`src/core/hsc_pkg.sv`:
```
// constants, field layout and carrier types for the serdes control register bank
package hsc_pkg;

  // management frame layout
  localparam logic [5:0]  PREAMBLE_LEN   = 6'h20;
  localparam logic [5:0]  HDR_LAST_BIT   = 6'h0b;
  localparam logic [5:0]  DATA_LAST_BIT  = 6'h0f;
  localparam logic [1:0]  OP_ADDRESS     = 2'h0;
  localparam logic [1:0]  OP_WRITE       = 2'h1;
  localparam logic [1:0]  OP_READ_INC    = 2'h2;
  localparam logic [1:0]  OP_READ        = 2'h3;
  localparam logic [4:0]  SERDES_DEVAD   = 5'h1e;

  // register addresses inside the device
  localparam logic [15:0] ADDR_GLOBAL    = 16'h0001;
  localparam logic [15:0] ADDR_PLL_CTL   = 16'h0002;
  localparam logic [15:0] ADDR_TXRX_CTL  = 16'h0003;

  // reset values
  localparam logic [15:0] RST_GLOBAL     = 16'h0000;
  localparam logic [15:0] RST_PLL_CTL    = 16'h831d;
  localparam logic [15:0] RST_TXRX_CTL   = 16'ha848;
  localparam logic [15:0] RST_ADDR       = 16'h0000;

  // field positions
  localparam int GLOBAL_PD_BIT   = 15;
  localparam int PLL_BW_LSB      = 8;
  localparam int VCO_RANGE_BIT   = 6;
  localparam int PLL_EN_BIT      = 4;
  localparam int PLL_MULT_LSB    = 0;
  localparam int TX_SWING_LSB    = 12;
  localparam int TX_EN_BIT       = 11;
  localparam int EQ_HOLD_BIT     = 10;
  localparam int TX_RATE_LSB     = 8;
  localparam int GAIN_MODE_LSB   = 6;
  localparam int AZ_CAL_LSB      = 4;

  // frame receiver states
  typedef enum logic [2:0] {
    ST_PRE   = 3'b000,
    ST_START = 3'b001,
    ST_HDR   = 3'b010,
    ST_TA    = 3'b011,
    ST_DATA  = 3'b100
  } hsc_mdio_st_t;

  // control bundle toward the analog macro
  typedef struct packed {
    logic [1:0] pll_loop_bw_sel;
    logic       vco_low_range;
    logic       pll_enable;
    logic [3:0] pll_multiplier_code;
    logic [3:0] tx_output_swing;
    logic       tx_enable;
    logic       equalizer_hold;
    logic [1:0] tx_rate_sel;
    logic [1:0] gain_loop_mode;
    logic [1:0] auto_zero_cal_mode;
    logic       global_power_down;
  } hsc_serdes_ctl_t;

endpackage

```
`src/core/hsc_regs.sv`:
```
// mdio clause 45 slave holding the serdes pll and tx/rx control registers
// Behaviour
// - two-bit pll loop bandwidth field, medium/low/high/ultra, resets to ultra high.
// - vco range bit: zero upper range (reset), one lower range.
// - pll enable bit resets to one; pin low or global global_power_down forces pll off.
// - four-bit pll multiplier code, 0000/0001/1111 reserved, resets to 1101.
// - reserved bits of first register are read-write with their reset values.
// - first control register at device 0x1e, register 0x0002, resets 0x831d.
// - four-bit tx swing field in bits 15:12 of second register, resets 1010.
// - tx enable bit resets to one; pin low or global global_power_down forces tx off.
// - equalizer hold bit freezes equalizer and long tail correction when one.
// - two-bit tx rate: full, half, quarter, eighth; resets to full.
// - two-bit gain loop mode field, four modes, resets to 01.
// - two-bit auto-zero calibration mode field, four modes, resets to 00.
// - global global_power_down bit powers down datapath; management interface keeps running.
`timescale 1ns/10ps

module hsc_regs (
  // clock and reset
  input  wire logic                     ref_clk_in,
  input  wire logic                     arst_n_in,
  // management pins
  input  wire logic                     mdc_in,
  input  wire logic                     mdio_in,
  output logic                          mdio_out,
  output logic                          mdio_oe_out,
  input  wire logic [4:0]               phy_addr_in,
  // channel power pin
  input  wire logic                     channel_pwrdn_n_in,
  // analog macro controls
  output hsc_pkg::hsc_serdes_ctl_t      serdes_ctl_out
);

  typedef struct packed {
    hsc_pkg::hsc_mdio_st_t     st;
    logic [5:0]                cnt;
    logic [11:0]               hdr;
    logic [15:0]               sh;
    logic [15:0]               addr;
    logic                      match;
    logic [15:0]               global_ctl;
    logic [15:0]               pll_ctl;
    logic [15:0]               txrx_ctl;
    logic                      mdc_prev;
    logic                      mdio_out;
    logic                      mdio_oe;
    hsc_pkg::hsc_serdes_ctl_t  ctl;
  } hsc_state_t;

  localparam hsc_state_t STATE_RST = '{
    st:         hsc_pkg::ST_PRE,
    cnt:        6'h00,
    hdr:        12'h000,
    sh:         16'h0000,
    addr:       hsc_pkg::RST_ADDR,
    match:      1'b0,
    global_ctl: hsc_pkg::RST_GLOBAL,
    pll_ctl:    hsc_pkg::RST_PLL_CTL,
    txrx_ctl:   hsc_pkg::RST_TXRX_CTL,
    mdc_prev:   1'b0,
    mdio_out:   1'b0,
    mdio_oe:    1'b0,
    ctl:        '0
  };

  //////////////////////////////////////////////////////////////////////////////
  // reset release

  logic [1:0]  rst_sync_q;
  logic        rst_n;

  always_ff @(posedge ref_clk_in or negedge arst_n_in) begin
    if (!arst_n_in) begin
      rst_sync_q <= 2'h0;
    end else begin
      rst_sync_q <= {rst_sync_q[0], 1'b1};
    end
  end

  assign rst_n = rst_sync_q[1];

  //////////////////////////////////////////////////////////////////////////////
  // helpers

  // unmapped addresses read as zero; only the global_power_down bit exists at the global address
  function automatic logic [15:0] reg_read(input hsc_state_t s);
    logic [15:0] v;
    v = 16'h0000;
    case (s.addr)
      hsc_pkg::ADDR_GLOBAL:   v[hsc_pkg::GLOBAL_PD_BIT] = s.global_ctl[hsc_pkg::GLOBAL_PD_BIT];
      hsc_pkg::ADDR_PLL_CTL:  v = s.pll_ctl;
      hsc_pkg::ADDR_TXRX_CTL: v = s.txrx_ctl;
      default:                v = 16'h0000;
    endcase
    return v;
  endfunction

  function automatic logic is_read(input logic [1:0] op);
    return (op == hsc_pkg::OP_READ) || (op == hsc_pkg::OP_READ_INC);
  endfunction

  // address frames only move the held pointer
  function automatic logic is_addr(input logic [1:0] op);
    return op == hsc_pkg::OP_ADDRESS;
  endfunction

  function automatic logic is_write(input logic [1:0] op);
    return op == hsc_pkg::OP_WRITE;
  endfunction

  // frame is ours: port address from the pins, device address fixed
  function automatic logic frame_hits(input logic [11:0] hdr, input logic [4:0] port);
    return (hdr[9:5] == port) && (hdr[4:0] == hsc_pkg::SERDES_DEVAD);
  endfunction

  // next read bit onto the pin, rest of the word moved up
  function automatic hsc_state_t shift_out(input hsc_state_t s);
    hsc_state_t r;
    r          = s;
    r.mdio_out = s.sh[15];
    r.sh       = {s.sh[14:0], 1'b0};
    return r;
  endfunction

  //////////////////////////////////////////////////////////////////////////////
  // register write and field decode

  // write lands under the held address; unmapped addresses drop it
  function automatic hsc_state_t reg_write(input hsc_state_t s, input logic [15:0] v);
    hsc_state_t r;
    r = s;
    case (s.addr)
      hsc_pkg::ADDR_GLOBAL: begin
        // only the global_power_down bit is stored at this address
        r.global_ctl[hsc_pkg::GLOBAL_PD_BIT] = v[hsc_pkg::GLOBAL_PD_BIT];
      end
      hsc_pkg::ADDR_PLL_CTL: begin
        r.pll_ctl = v;
      end
      hsc_pkg::ADDR_TXRX_CTL: begin
        r.txrx_ctl = v;
      end
      default: begin
        r.pll_ctl = s.pll_ctl;
      end
    endcase
    return r;
  endfunction

  // enables are gated by power so the macro never sees a stale enable in global_power_down
  function automatic hsc_pkg::hsc_serdes_ctl_t ctl_decode(input logic [15:0] pll,
                                                          input logic [15:0] txrx,
                                                          input logic        gpd,
                                                          input logic        pin_n);
    hsc_pkg::hsc_serdes_ctl_t c;
    logic                     on;
    on                    = pin_n & ~gpd;
    c.pll_loop_bw_sel     = pll[hsc_pkg::PLL_BW_LSB +: 2];
    c.vco_low_range       = pll[hsc_pkg::VCO_RANGE_BIT];
    c.pll_enable          = pll[hsc_pkg::PLL_EN_BIT] & on;
    c.pll_multiplier_code = pll[hsc_pkg::PLL_MULT_LSB +: 4];
    c.tx_output_swing     = txrx[hsc_pkg::TX_SWING_LSB +: 4];
    c.tx_enable           = txrx[hsc_pkg::TX_EN_BIT] & on;
    c.equalizer_hold      = txrx[hsc_pkg::EQ_HOLD_BIT];
    c.tx_rate_sel         = txrx[hsc_pkg::TX_RATE_LSB +: 2];
    c.gain_loop_mode      = txrx[hsc_pkg::GAIN_MODE_LSB +: 2];
    c.auto_zero_cal_mode  = txrx[hsc_pkg::AZ_CAL_LSB +: 2];
    c.global_power_down   = gpd;
    return c;
  endfunction

  //////////////////////////////////////////////////////////////////////////////
  // next state

  hsc_state_t  q;
  hsc_state_t  d;
  logic        mdc_rise;
  logic [11:0] hdr_n;
  logic [15:0] sh_n;
  logic        rd;

  // mdc is a slow plain input: a rise is seen as long as each level lasts at least one clock
  // limitation: a cut frame is only left once its remaining rises have been counted
  assign mdc_rise = mdc_in & ~q.mdc_prev;
  assign hdr_n    = {q.hdr[10:0], mdio_in};
  assign sh_n     = {q.sh[14:0], mdio_in};
  assign rd       = is_read(q.hdr[11:10]);

  always_comb begin
    d          = q;
    d.mdc_prev = mdc_in;
    if (mdc_rise) begin
      case (q.st)
        hsc_pkg::ST_PRE: begin
          if (mdio_in) begin
            if (q.cnt != hsc_pkg::PREAMBLE_LEN) begin
              d.cnt = q.cnt + 6'h01;
            end
          end else if (q.cnt == hsc_pkg::PREAMBLE_LEN) begin
            d.st  = hsc_pkg::ST_START;
            d.cnt = 6'h00;
          end else begin
            d.cnt = 6'h00;
          end
        end
        hsc_pkg::ST_START: begin
          // a one here is a clause 22 start; such frames are not answered
          d.cnt = 6'h00;
          d.st  = mdio_in ? hsc_pkg::ST_PRE : hsc_pkg::ST_HDR;
        end
        hsc_pkg::ST_HDR: begin
          d.hdr = hdr_n;
          d.cnt = q.cnt + 6'h01;
          if (q.cnt == hsc_pkg::HDR_LAST_BIT) begin
            d.cnt   = 6'h00;
            d.st    = hsc_pkg::ST_TA;
            d.match = frame_hits(hdr_n, phy_addr_in);
            if (is_read(hdr_n[11:10]) && d.match) begin
              d.sh = reg_read(q);
              if (hdr_n[11:10] == hsc_pkg::OP_READ_INC) begin
                d.addr = q.addr + 16'h0001;
              end
            end
          end
        end
        hsc_pkg::ST_TA: begin
          d.cnt = q.cnt + 6'h01;
          if (q.cnt == 6'h00) begin
            if (rd && q.match) begin
              d.mdio_oe  = 1'b1;
              d.mdio_out = 1'b0;
            end
          end else begin
            d.cnt = 6'h00;
            d.st  = hsc_pkg::ST_DATA;
            if (rd && q.match) begin
              d = shift_out(d);
            end
          end
        end
        hsc_pkg::ST_DATA: begin
          d.cnt = q.cnt + 6'h01;
          if (rd) begin
            if (q.match && (q.cnt != hsc_pkg::DATA_LAST_BIT)) begin
              d = shift_out(d);
            end
          end else begin
            d.sh = sh_n;
          end
          if (q.cnt == hsc_pkg::DATA_LAST_BIT) begin
            d.st       = hsc_pkg::ST_PRE;
            d.cnt      = 6'h00;
            d.mdio_oe  = 1'b0;
            d.mdio_out = 1'b0;
            if (q.match && is_addr(q.hdr[11:10])) begin
              d.addr = sh_n;
            end
            if (q.match && is_write(q.hdr[11:10])) begin
              d = reg_write(d, sh_n);
            end
          end
        end
        default: begin
          d.st  = hsc_pkg::ST_PRE;
          d.cnt = 6'h00;
        end
      endcase
    end

    // macro controls follow the freshly written values in the same edge
    d.ctl = ctl_decode(d.pll_ctl, d.txrx_ctl, d.global_ctl[hsc_pkg::GLOBAL_PD_BIT], channel_pwrdn_n_in);
  end

  //////////////////////////////////////////////////////////////////////////////
  // state register

  always_ff @(posedge ref_clk_in or negedge rst_n) begin
    if (!rst_n) begin
      q <= STATE_RST;
    end else begin
      q <= d;
    end
  end

  //////////////////////////////////////////////////////////////////////////////
  // outputs, all straight from the state register

  assign mdio_out       = q.mdio_out;
  assign mdio_oe_out    = q.mdio_oe;
  assign serdes_ctl_out = q.ctl;

endmodule

```
`config.mk`:
```
export PLATFORM = sky130hd
export DESIGN_NAME = hsc_regs
export DESIGN_NICKNAME = d
export VERILOG_FILES = /design/src/core/hsc_pkg.sv /design/src/core/hsc_regs.sv
export SDC_FILE = /design/constraint.sdc
export NUM_CORES = 1
export LEC_CHECK = 0
export ABC_AREA = 1
export BUFFER_PORTS_ARGS = -buffer_cell sky130_fd_sc_hd__buf_2
export CORE_MARGIN = 2
export CORE_UTILIZATION = 32
export CTS_CLUSTER_DIAMETER = 100
export DETAILED_ROUTE_END_ITERATION = 8
export PLACE_DENSITY = 0.5
export SYNTH_ARGS = -nofsm -noshare
export SYNTH_HDL_FRONTEND = slang
export SYNTH_SLANG_ARGS = --single-unit
```
`constraint.sdc`:
```
create_clock -name ref_clk_in -period 3.65 [get_ports ref_clk_in]
set_input_delay 0.9125 -clock ref_clk_in [delete_from_list [all_inputs] [get_ports ref_clk_in]]
set_output_delay 0.9125 -clock ref_clk_in [all_outputs]
set_load 0.01 [all_outputs]
```
# Word level (Yosys, flattened, before mapping)
# Index checks and enable logic that the tools add are counted.
op_classes:
  bitwise_logic: 7
  addsub: 2
  n_mux: 32
  n_eq_ne: 34
  n_reduce_logical: 23
ops:
  columns: ["operator", "n"]
  rows:
  - ["$mux 105", 2]
  - ["$mux 72", 2]
  - ["$pmux 72 s2", 1]
  - ["$pmux 45 s3", 1]
  - ["$mux 16", 8]
  - ["$mux 126", 1]
  - ["$mux 103", 1]
  - ["$mux 89", 1]
  - ["$eq 16x2->1 const B", 4]
  - ["$pmux 9 s5", 1]
  - ["$mux 33", 1]
  - ["$eq 16x1->1 const B", 2]
  - ["$mux 32", 1]
  - ["$pmux 15 s2", 1]
  - ["$mux 21", 1]
  - ["$ne 2x2->1 const B", 9]
  - ["$reduce_and 6->1", 3]
  - ["$add 16x1->16 const B", 1]
  - ["$eq 6x4->1 const B", 2]
  - ["$mux 6", 2]
  - ["$reduce_and 5->1", 2]
  - ["$mux 9", 1]
  - ["$ne 3x3->1 const B", 3]
  - ["$eq 2x2->1 const B", 4]
  - ["26 further kinds", 43]
word_totals:
  word_cells: 124
  register_bits: 127
  out_inout_bits: 23

# Longest topological paths before layout
# Gate-level depths: netlist (run 1).
logic_depth:
  depth_word: 17
  ltp_mapped: 14
  ltp_nobuf: 13

# Worst setup path after synthesis (run 1)
# No wires, ideal clock.
synth_path:
  path_type: "input-to-reg"
  from: "input mdc_in"
  to: "register q[73] (netlist name)"
  setup_ps: 117
  stages: 10
  slack_ps: 1318
  n_path_buf: 2
  arrival_time_ps: 2215
  required_ps: 3533
  cell_sequence: "inv_1 -> or2_1 -> clkbuf_1 -> nor2_2 -> nand3_1 -> a21oi_1 -> nand2_1 -> buf_2 -> o21ai_1 -> inv_1"
synth_via:
  elab_chain_cells: 2
synth_rtl:
  columns: ["item", "line_no", "source"]
  rows:
  - ["from (decl)", "hsc_regs.sv:23", "input wire logic mdc_in,"]
  - ["$and 1x1->1", "hsc_regs.sv:184", "assign mdc_rise = mdc_in & ~q.mdc_prev;"]
  - ["$reduce_and 6->1 (no source line)", null, null]
  - ["to (signal assigned)", "hsc_regs.sv:279", "q <= STATE_RST;"]
  - ["to (signal assigned)", "hsc_regs.sv:281", "q <= d;"]
  - ["to (decl)", "hsc_regs.sv:175", "hsc_state_t q;"]
# Every way passes these cells.
# A chain may end at the register's enable or synchronous reset.

# Worst setup path after layout (run 1)
layout_path:
  from: "register q[72] (netlist name)"
  to: "register q (netlist bit serdes_ctl_out[9])"
layout_via:
  elab_chain_cells: 11
layout_rtl:
  columns: ["item", "line_no", "source"]
  rows:
  - ["$logic_and 1x1->1", "hsc_regs.sv:255", "if (q.match && is_addr(q.hdr[11:10])) begin"]
  - ["$mux 16", "hsc_regs.sv:255", null]
  - ["$mux 16", "hsc_regs.sv:250", "if (q.cnt == hsc_pkg::DATA_LAST_BIT) begin"]
  - ["$mux 16", "hsc_regs.sv:193", "case (q.st)"]
  - ["$mux 16", "hsc_regs.sv:192", "if (mdc_rise) begin"]
  - ["$eq 16x2->1", "hsc_regs.sv:132", "case (s.addr)"]
  - ["$mux 16", "hsc_regs.sv:132", null]
  - ["$mux 72 (*)", "hsc_regs.sv:258", "if (q.match && is_write(q.hdr[11:10])) begin"]
  - ["$mux 126 (*)", "hsc_regs.sv:250", null]
  - ["$pmux 72 s2 (*)", "hsc_regs.sv:193", null]
  - ["$mux 72 (*)", "hsc_regs.sv:192", null]
# Every way passes the cells marked *; elsewhere a longest branch is shown, timed or not. The select of a mux whose other input is x is not followed.

==> flow_summary.json, run 1 <==
{
  "start_kind": "flip-flop",
  "critPathLaunch": "q[72]",
  "h-tree-depth": 3,
  "met3_length_um": 713,
  "clk_pin_slew_ns": 0.07,
  "netlist_instances": 850,
  "grt_use_total": 0.172,
  "power_leakage_nw": 3.30,
  "crit_path_end": "serdes_ctl_out[9]",
  "start_util": 0.329,
  "syn_area_um2": 5980,
  "synth.yosys.seq_area_share": 0.430,
  "syn_to_final_growth_pct": 8.50,
  "synth.net_count": 865,
  "place.port_buffers": 32,
  "power_density_nw_per_um2": 641,
  "ys_seq_elements": 102,
  "period_needed_ns": 2.56,
  "drt_first_pass_iters": 5,
  "routed_wl_um": 16200,
  "cap_violations": 0,
  "hold_class": "primary input to async pin",
  "routed_via_density": 4.78,
  "die_height_um": 141,
  "fin_skew_ns": 0.0109,
  "slew_headroom": 0.458,
  "coreArea_um2": 18100,
  "die_x_um": 141,
  "final_util": 0.357,
  "status": "finished, final reports clean",
  "cts_made_buffers": 9,
  "antenna_found_initial": 0,
  "max_freq_ghz": 0.390,
  "tightest_slew_ns": 0.813,
  "yosysTopAreaCell": "dfrtp_1",
  "rr_endpoint": "serdes_ctl_out[9]",
  "drt-initial-drc-count": 384,
  "cts_root_buf": "clkbuf_16",
  "top_layer_used": "met4",
  "overflow": 0,
  "hold_violations": 0,
  "rsz0062_at_grt": "false",
  "reg2reg_from": "q[72]",
  "post_cts_buffers": 0,
  "nets": 870,
  "globalplace.congestion": 0.873,
  "yosysWarnings": 0,
  "postCtsHoldBufs": 0,
  "clock_path_buffers": 2,
  "crit_type": "flip-flop to flip-flop",
  "setup_ws_ns": 1.09,
  "grt_pass1_vias": 5085,
  "preCtsSetupSlack_ns": 0.839,
  "irDropWorstVdd_mv": 0.325,
  "clkLatencyLatePin_ns": 0.36,
  "m1WireLength_um": 7740,
  "drtAntennaViolNets": 0,
  "whs_ns": 0.329,
  "cts_tree": "done",
  "wl_met2_um": 7530,
  "yosysUniqueCellTypes": 36,
  "r2r_setup_slack_ns": 1.09,
  "cts.sinks": 102,
  "finalSetupViolCount": 0,
  "endpoint_kind": "flip-flop",
  "dieArea_um2": 19800,
  "required_ns": 3.88,
  "vias": 5200,
  "cp_data_arrival_time_ns": 2.79,
  "grt_pass1_wl_um": 27000,
  "worstRegToRegCells": 10,
  "fin_crit_sh": 0.703,
  "syn_area_per_cell_um2": 7.03,
  "synth_area_leaders": "dfrtp_1, nand2_1, inv_1, dfstp_2, nand3_1",
  "critPathMaxFanout": 26,
  "layout-drive-gt1-share": 0.102,
  "grt_max_degree": 48,
  "dpl.hpwl_um": 11900,
  "antenna_cells": 0,
  "cts_resized": 0,
  "fin_setup_tns_ns": 0,
  "fillCellCount": 2001,
  "drv_slew": 0,
  "drcViolationCount": 0,
  "synth_top_area_share": 0.377,
  "io_pins": 33,
  "rows": 49,
  "wl_per_cell_um": 14.9
}
==> power by group <==
group	total, mW	internal [mW]	switching [mW]
clock	1.05	0.602	0.449
combinational	1.59	0.454	1.13
sequential	1.52	1.32	0.203
==> area by class of cell <==
| type | count | area [µm²] | area share |
|---|---|---|---|
| Timing Repair Buffer | 39 | 213 | 0.0328 |
| Inverter | 104 | 390 | 0.0602 |
| Clock buffer | 10 | 229 | 0.0353 |
| Tap cell | 229 | 287 | 0.0442 |
| Clock inverter | 5 | 82.6 | 0.0127 |
| Sequential cell | 102 | 2570 | 0.396 |
| Multi-Input combinational cell | 599 | 2710 | 0.418 |
==> how the worst min path moves through the flow <==
stage,slack [ns],depth (start not counted),to,startpoint
2_1_floorplan,0.33,0,rst_sync_q[1],rst_sync_q[0]
3_3_place_gp,0.34,0,rst_sync_q[1],rst_sync_q[0]
3_5_place_dp,0.34,0,rst_sync_q[1],rst_sync_q[0]
4_1_cts,0.31,1,rst_sync_q[1],arst_n_in
5_1_grt,0.32,1,rst_sync_q[1],arst_n_in
6_report,0.33,1,rst_sync_q[1],arst_n_in
==> logic make-up (layout without fill, tap and decap cells) <==
group	count (synthesis)	count (layout)	share of synthesized area
compound gates	119	119	0.108
xor+xnor	6	6	0.00879
fa+ha+maj	5	5	0.0105
buf+inv	149	158	0.117
flops	102	102	0.430
other cells	1	1	0.000627
simple gates	468	468	0.326
==> metal layers <==
metal,vias to the layer above,global-route usage
li1,2684,-
met1,2390,0.242
met3,17,0.0316
met5,-,0
met2,109,0.275
met4,0,0.0468
==> layout by cell type, fill, tap and decap left out, types with 6 or more instances in the layout <==
cell type	n
o21ai_0	38
dfstp_2	12
nand4_1	11
buf_2	32
nand2_1	291
xor2_1	6
o22ai_1	10
a21oi_1	31
nor2_1	75
inv_1	100
dfrtp_1	89
nor3_1	9
nor2_2	6
nand3_1	63
clkbuf_16	9
a21oi_2	6
o21ai_1	26
buf_4	7
==> critical path, stage by stage (launching register included) <==
cell     delay (ns)
dfrtp_1        0.68
nand2_4        0.38
nand2_1        0.08
nand2_1        0.09
nand2_1        0.06
nor2_1         0.24
nand3_1        0.17
nor2_4         0.12
nand2_2        0.31
nor2_1         0.24
a21oi_2        0.04
==> cells in the mapped netlist (all sizes together) <==
| cell | number |
|---|---|
| nand3b | 2 |
| nand4 | 11 |
| o22ai | 10 |
| nor3 | 9 |
| inv | 104 |
| nor4 | 1 |
| xor2 | 6 |
| o21ai | 64 |
| nand2 | 294 |
| a21oi | 37 |
| nor2 | 83 |
| clkbuf | 8 |
| o31ai | 1 |
| dfrtp | 90 |
| or2 | 1 |
| nor3b | 2 |
| conb | 1 |
| o211ai | 3 |
| ha | 5 |
| and2 | 1 |
| buf | 37 |
| a31oi | 3 |
| dfstp | 12 |
| nand3 | 64 |
| o41ai | 1 |
==> registers in the layout, indices dropped and copies added, names as in the netlist <==
signal          cells
serdes_ctl_out     15
mdio_out            1
hdr_n              11
mdio_oe_out         1
q                  72
rst_sync_q          2
==> stage by stage <==
stage / instances / cell area, µm² / total power, mW
after floorplan: 850 / 5980 / 2.71
after global placement: 1073 / 6170 / 3.13
after detailed placement: 1073 / 6170 / 3.12
after CTS: 1088 / 6480 / 4.19
after global routing: 1088 / 6480 / 4.51
final: 1088 / 6480 / 4.16
No activity file was read; power rests on OpenSTA's default activity.
==> run 2, diff against run 1 <==
- clock period: 3.65 -> 2.45 ns (I/O delays scaled with it)
==> flow_summary.json, run 2 (synthesis gave the netlist of run 1 again) <==
{
  "status": "finished, final reports clean",
  "cts_resized": 0,
  "slowest_delay_ns": 0.36,
  "layout-drive-gt1-share": 0.126,
  "fin_crit_sh": 0.922,
  "finalSetupViolCount": 0,
  "grt_max_degree": 53,
  "routed_via_density": 4.77,
  "top_usage_layer": "met2",
  "dieArea_um2": 19800,
  "irDropWorstVdd_mv": 0.568,
  "rows": 49,
  "critPathMaxFanout": 29,
  "dpl.hpwl_um": 12300,
  "antenna_found_initial": 0,
  "cts_made_buffers": 9,
  "postCtsHoldBufs": 0,
  "grtUsageMet1": 0.234,
  "max_freq_ghz": 0.443,
  "period_needed_ns": 2.26,
  "cap_violations": 0,
  "die_height_um": 141,
  "cp_data_arrival_time_ns": 2.50,
  "clkLatencyLatePin_ns": 0.36,
  "antenna_cells": 0,
  "path_cells": "ha_1 > nand2_1 > nor2_1 > nand2_1 > nor2_1 > nand2_1 > nor2_2 > nand2_1 > nor2_2 > nand2_1 > buf_12 > o21ai_1 > nor2_1",
  "io_pins": 33,
  "routed_wl_um": 16300,
  "crit_type": "flip-flop to flip-flop",
  "h-tree-depth": 3,
  "fin_skew_ns": 0.00834,
  "reg2reg_from": "q[117]",
  "power_density_nw_per_um2": 949,
  "start_kind": "flip-flop",
  "required_ns": 2.69,
  "place.port_buffers": 32,
  "largest_reg_flops": 72,
  "gr-usage-met3": 0.0309,
  "final_util": 0.369,
  "cts_tree": "done",
  "power_leakage_nw": 3.42,
  "crit_path_frequent_cell": "nand2_1",
  "vias": 5292,
  "drv_slew": 0,
  "syn_to_final_growth_pct": 12.1,
  "overflow": 0,
  "grt_pass1_wl_um": 26800,
  "layout_common_cells": "nand2_1, inv_1, dfrtp_1, nor2_1, nand3_1",
  "wl_per_cell_um": 14.7,
  "clock_path_buffers": 2,
  "critPathLaunch": "q[117]",
  "coreArea_um2": 18100,
  "hold_violations": 0,
  "grt_pass1_vias": 5088,
  "drt_first_pass_iters": 4,
  "post_cts_buffers": 0,
  "cpMaxStageDelayCell": "dfrtp_1",
  "fin_setup_tns_ns": 0,
  "rsz0062_at_grt": "false",
  "drtAntennaViolNets": 0,
  "largest-register": "q",
  "globalplace.congestion": 0.904,
  "start_util": 0.329,
  "endpoint_kind": "flip-flop",
  "drcViolationCount": 0,
  "grt_use_total": 0.172,
  "hold_class": "primary input to async pin",
  "final_common_cell": "nand2_1",
  "drt-initial-drc-count": 357,
  "die_x_um": 141,
  "cts.sinks": 102,
  "grtUsageMet2": 0.286,
  "clk_pin_slew_ns": 0.07,
  "nets": 890,
  "cts_root_buf": "clkbuf_16"
}
## run 2: cell types whose count changed in the layout (fill, tap and decap cells not counted), sizes merged
cell / previous run / this run
clkinvlp: 0 / 1
bufinv: 2 / 1
buf: 39 / 59
clkbuf: 10 / 11
## run 2: metrics by stage
step	instance area (µm²)	cells	total power, mW	worst slack, ns	hold slack (ns)
final	6700	1109	6.36	0.192	0.0248
after global routing	6700	1109	6.90	0.000763	0.0117
after CTS	6700	1109	6.42	0.182	0.00867
after detailed placement	6390	1093	4.87	0.152	0.291
after global placement	6390	1093	4.87	0.184	0.295
after floorplan	5980	850	4.03	0.418	0.317
## run 2: worst max-delay path: cells and delay by family (launching register included)
family                     cells  cell delay [ns]
adders and majority gates      1             0.21
DFF                            1             0.36
buffers and inverters          1             0.18
AOI/OAI and AO/OA              1             0.16
and+or+nand+nor               10             1.21
## run 2: report_power, final
group | internal [mW] | leakage, nW | total [mW] | switching [mW]
combinational | 0.849 | 2.01 | 2.62 | 1.78
clock | 0.834 | 0.148 | 1.51 | 0.679
sequential | 1.96 | 1.26 | 2.22 | 0.261
total | 3.65 | 3.42 | 6.36 | 2.72
## run 2: per-layer routing
| layer | part of all wire | up-vias |
|---|---|---|
| met5 | 0 | - |
| met4 | 0.011 | 0 |
| met3 | 0.042 | 13 |
| met2 | 0.47 | 96 |
| met1 | 0.48 | 2463 |
| li1 | - | 2720 |
## run 2: path summary, 6_finish.rpt
check,endpoint,slack (ns),depth (start not counted)
max reg2reg,serdes_ctl_out[17],0.19,13
max,serdes_ctl_out[17],0.19,13
min in group ref_clk_in,rst_sync_q[1],0.35,0
max in group asynchronous,q[39],1.50,1
min,rst_sync_q[1],0.02,1
min reg2reg,q[91],0.27,0
## run 2: final cells by class
type                            instances  area, µm²
Sequential cell                       102       2570
Multi-Input combinational cell        599       2720
Inverter                              104        390
Timing Repair Buffer                   59        425
Clock inverter                          5       66.3
Clock buffer                           11        243
Tap cell                              229        287
Fill cell                            1997      11400
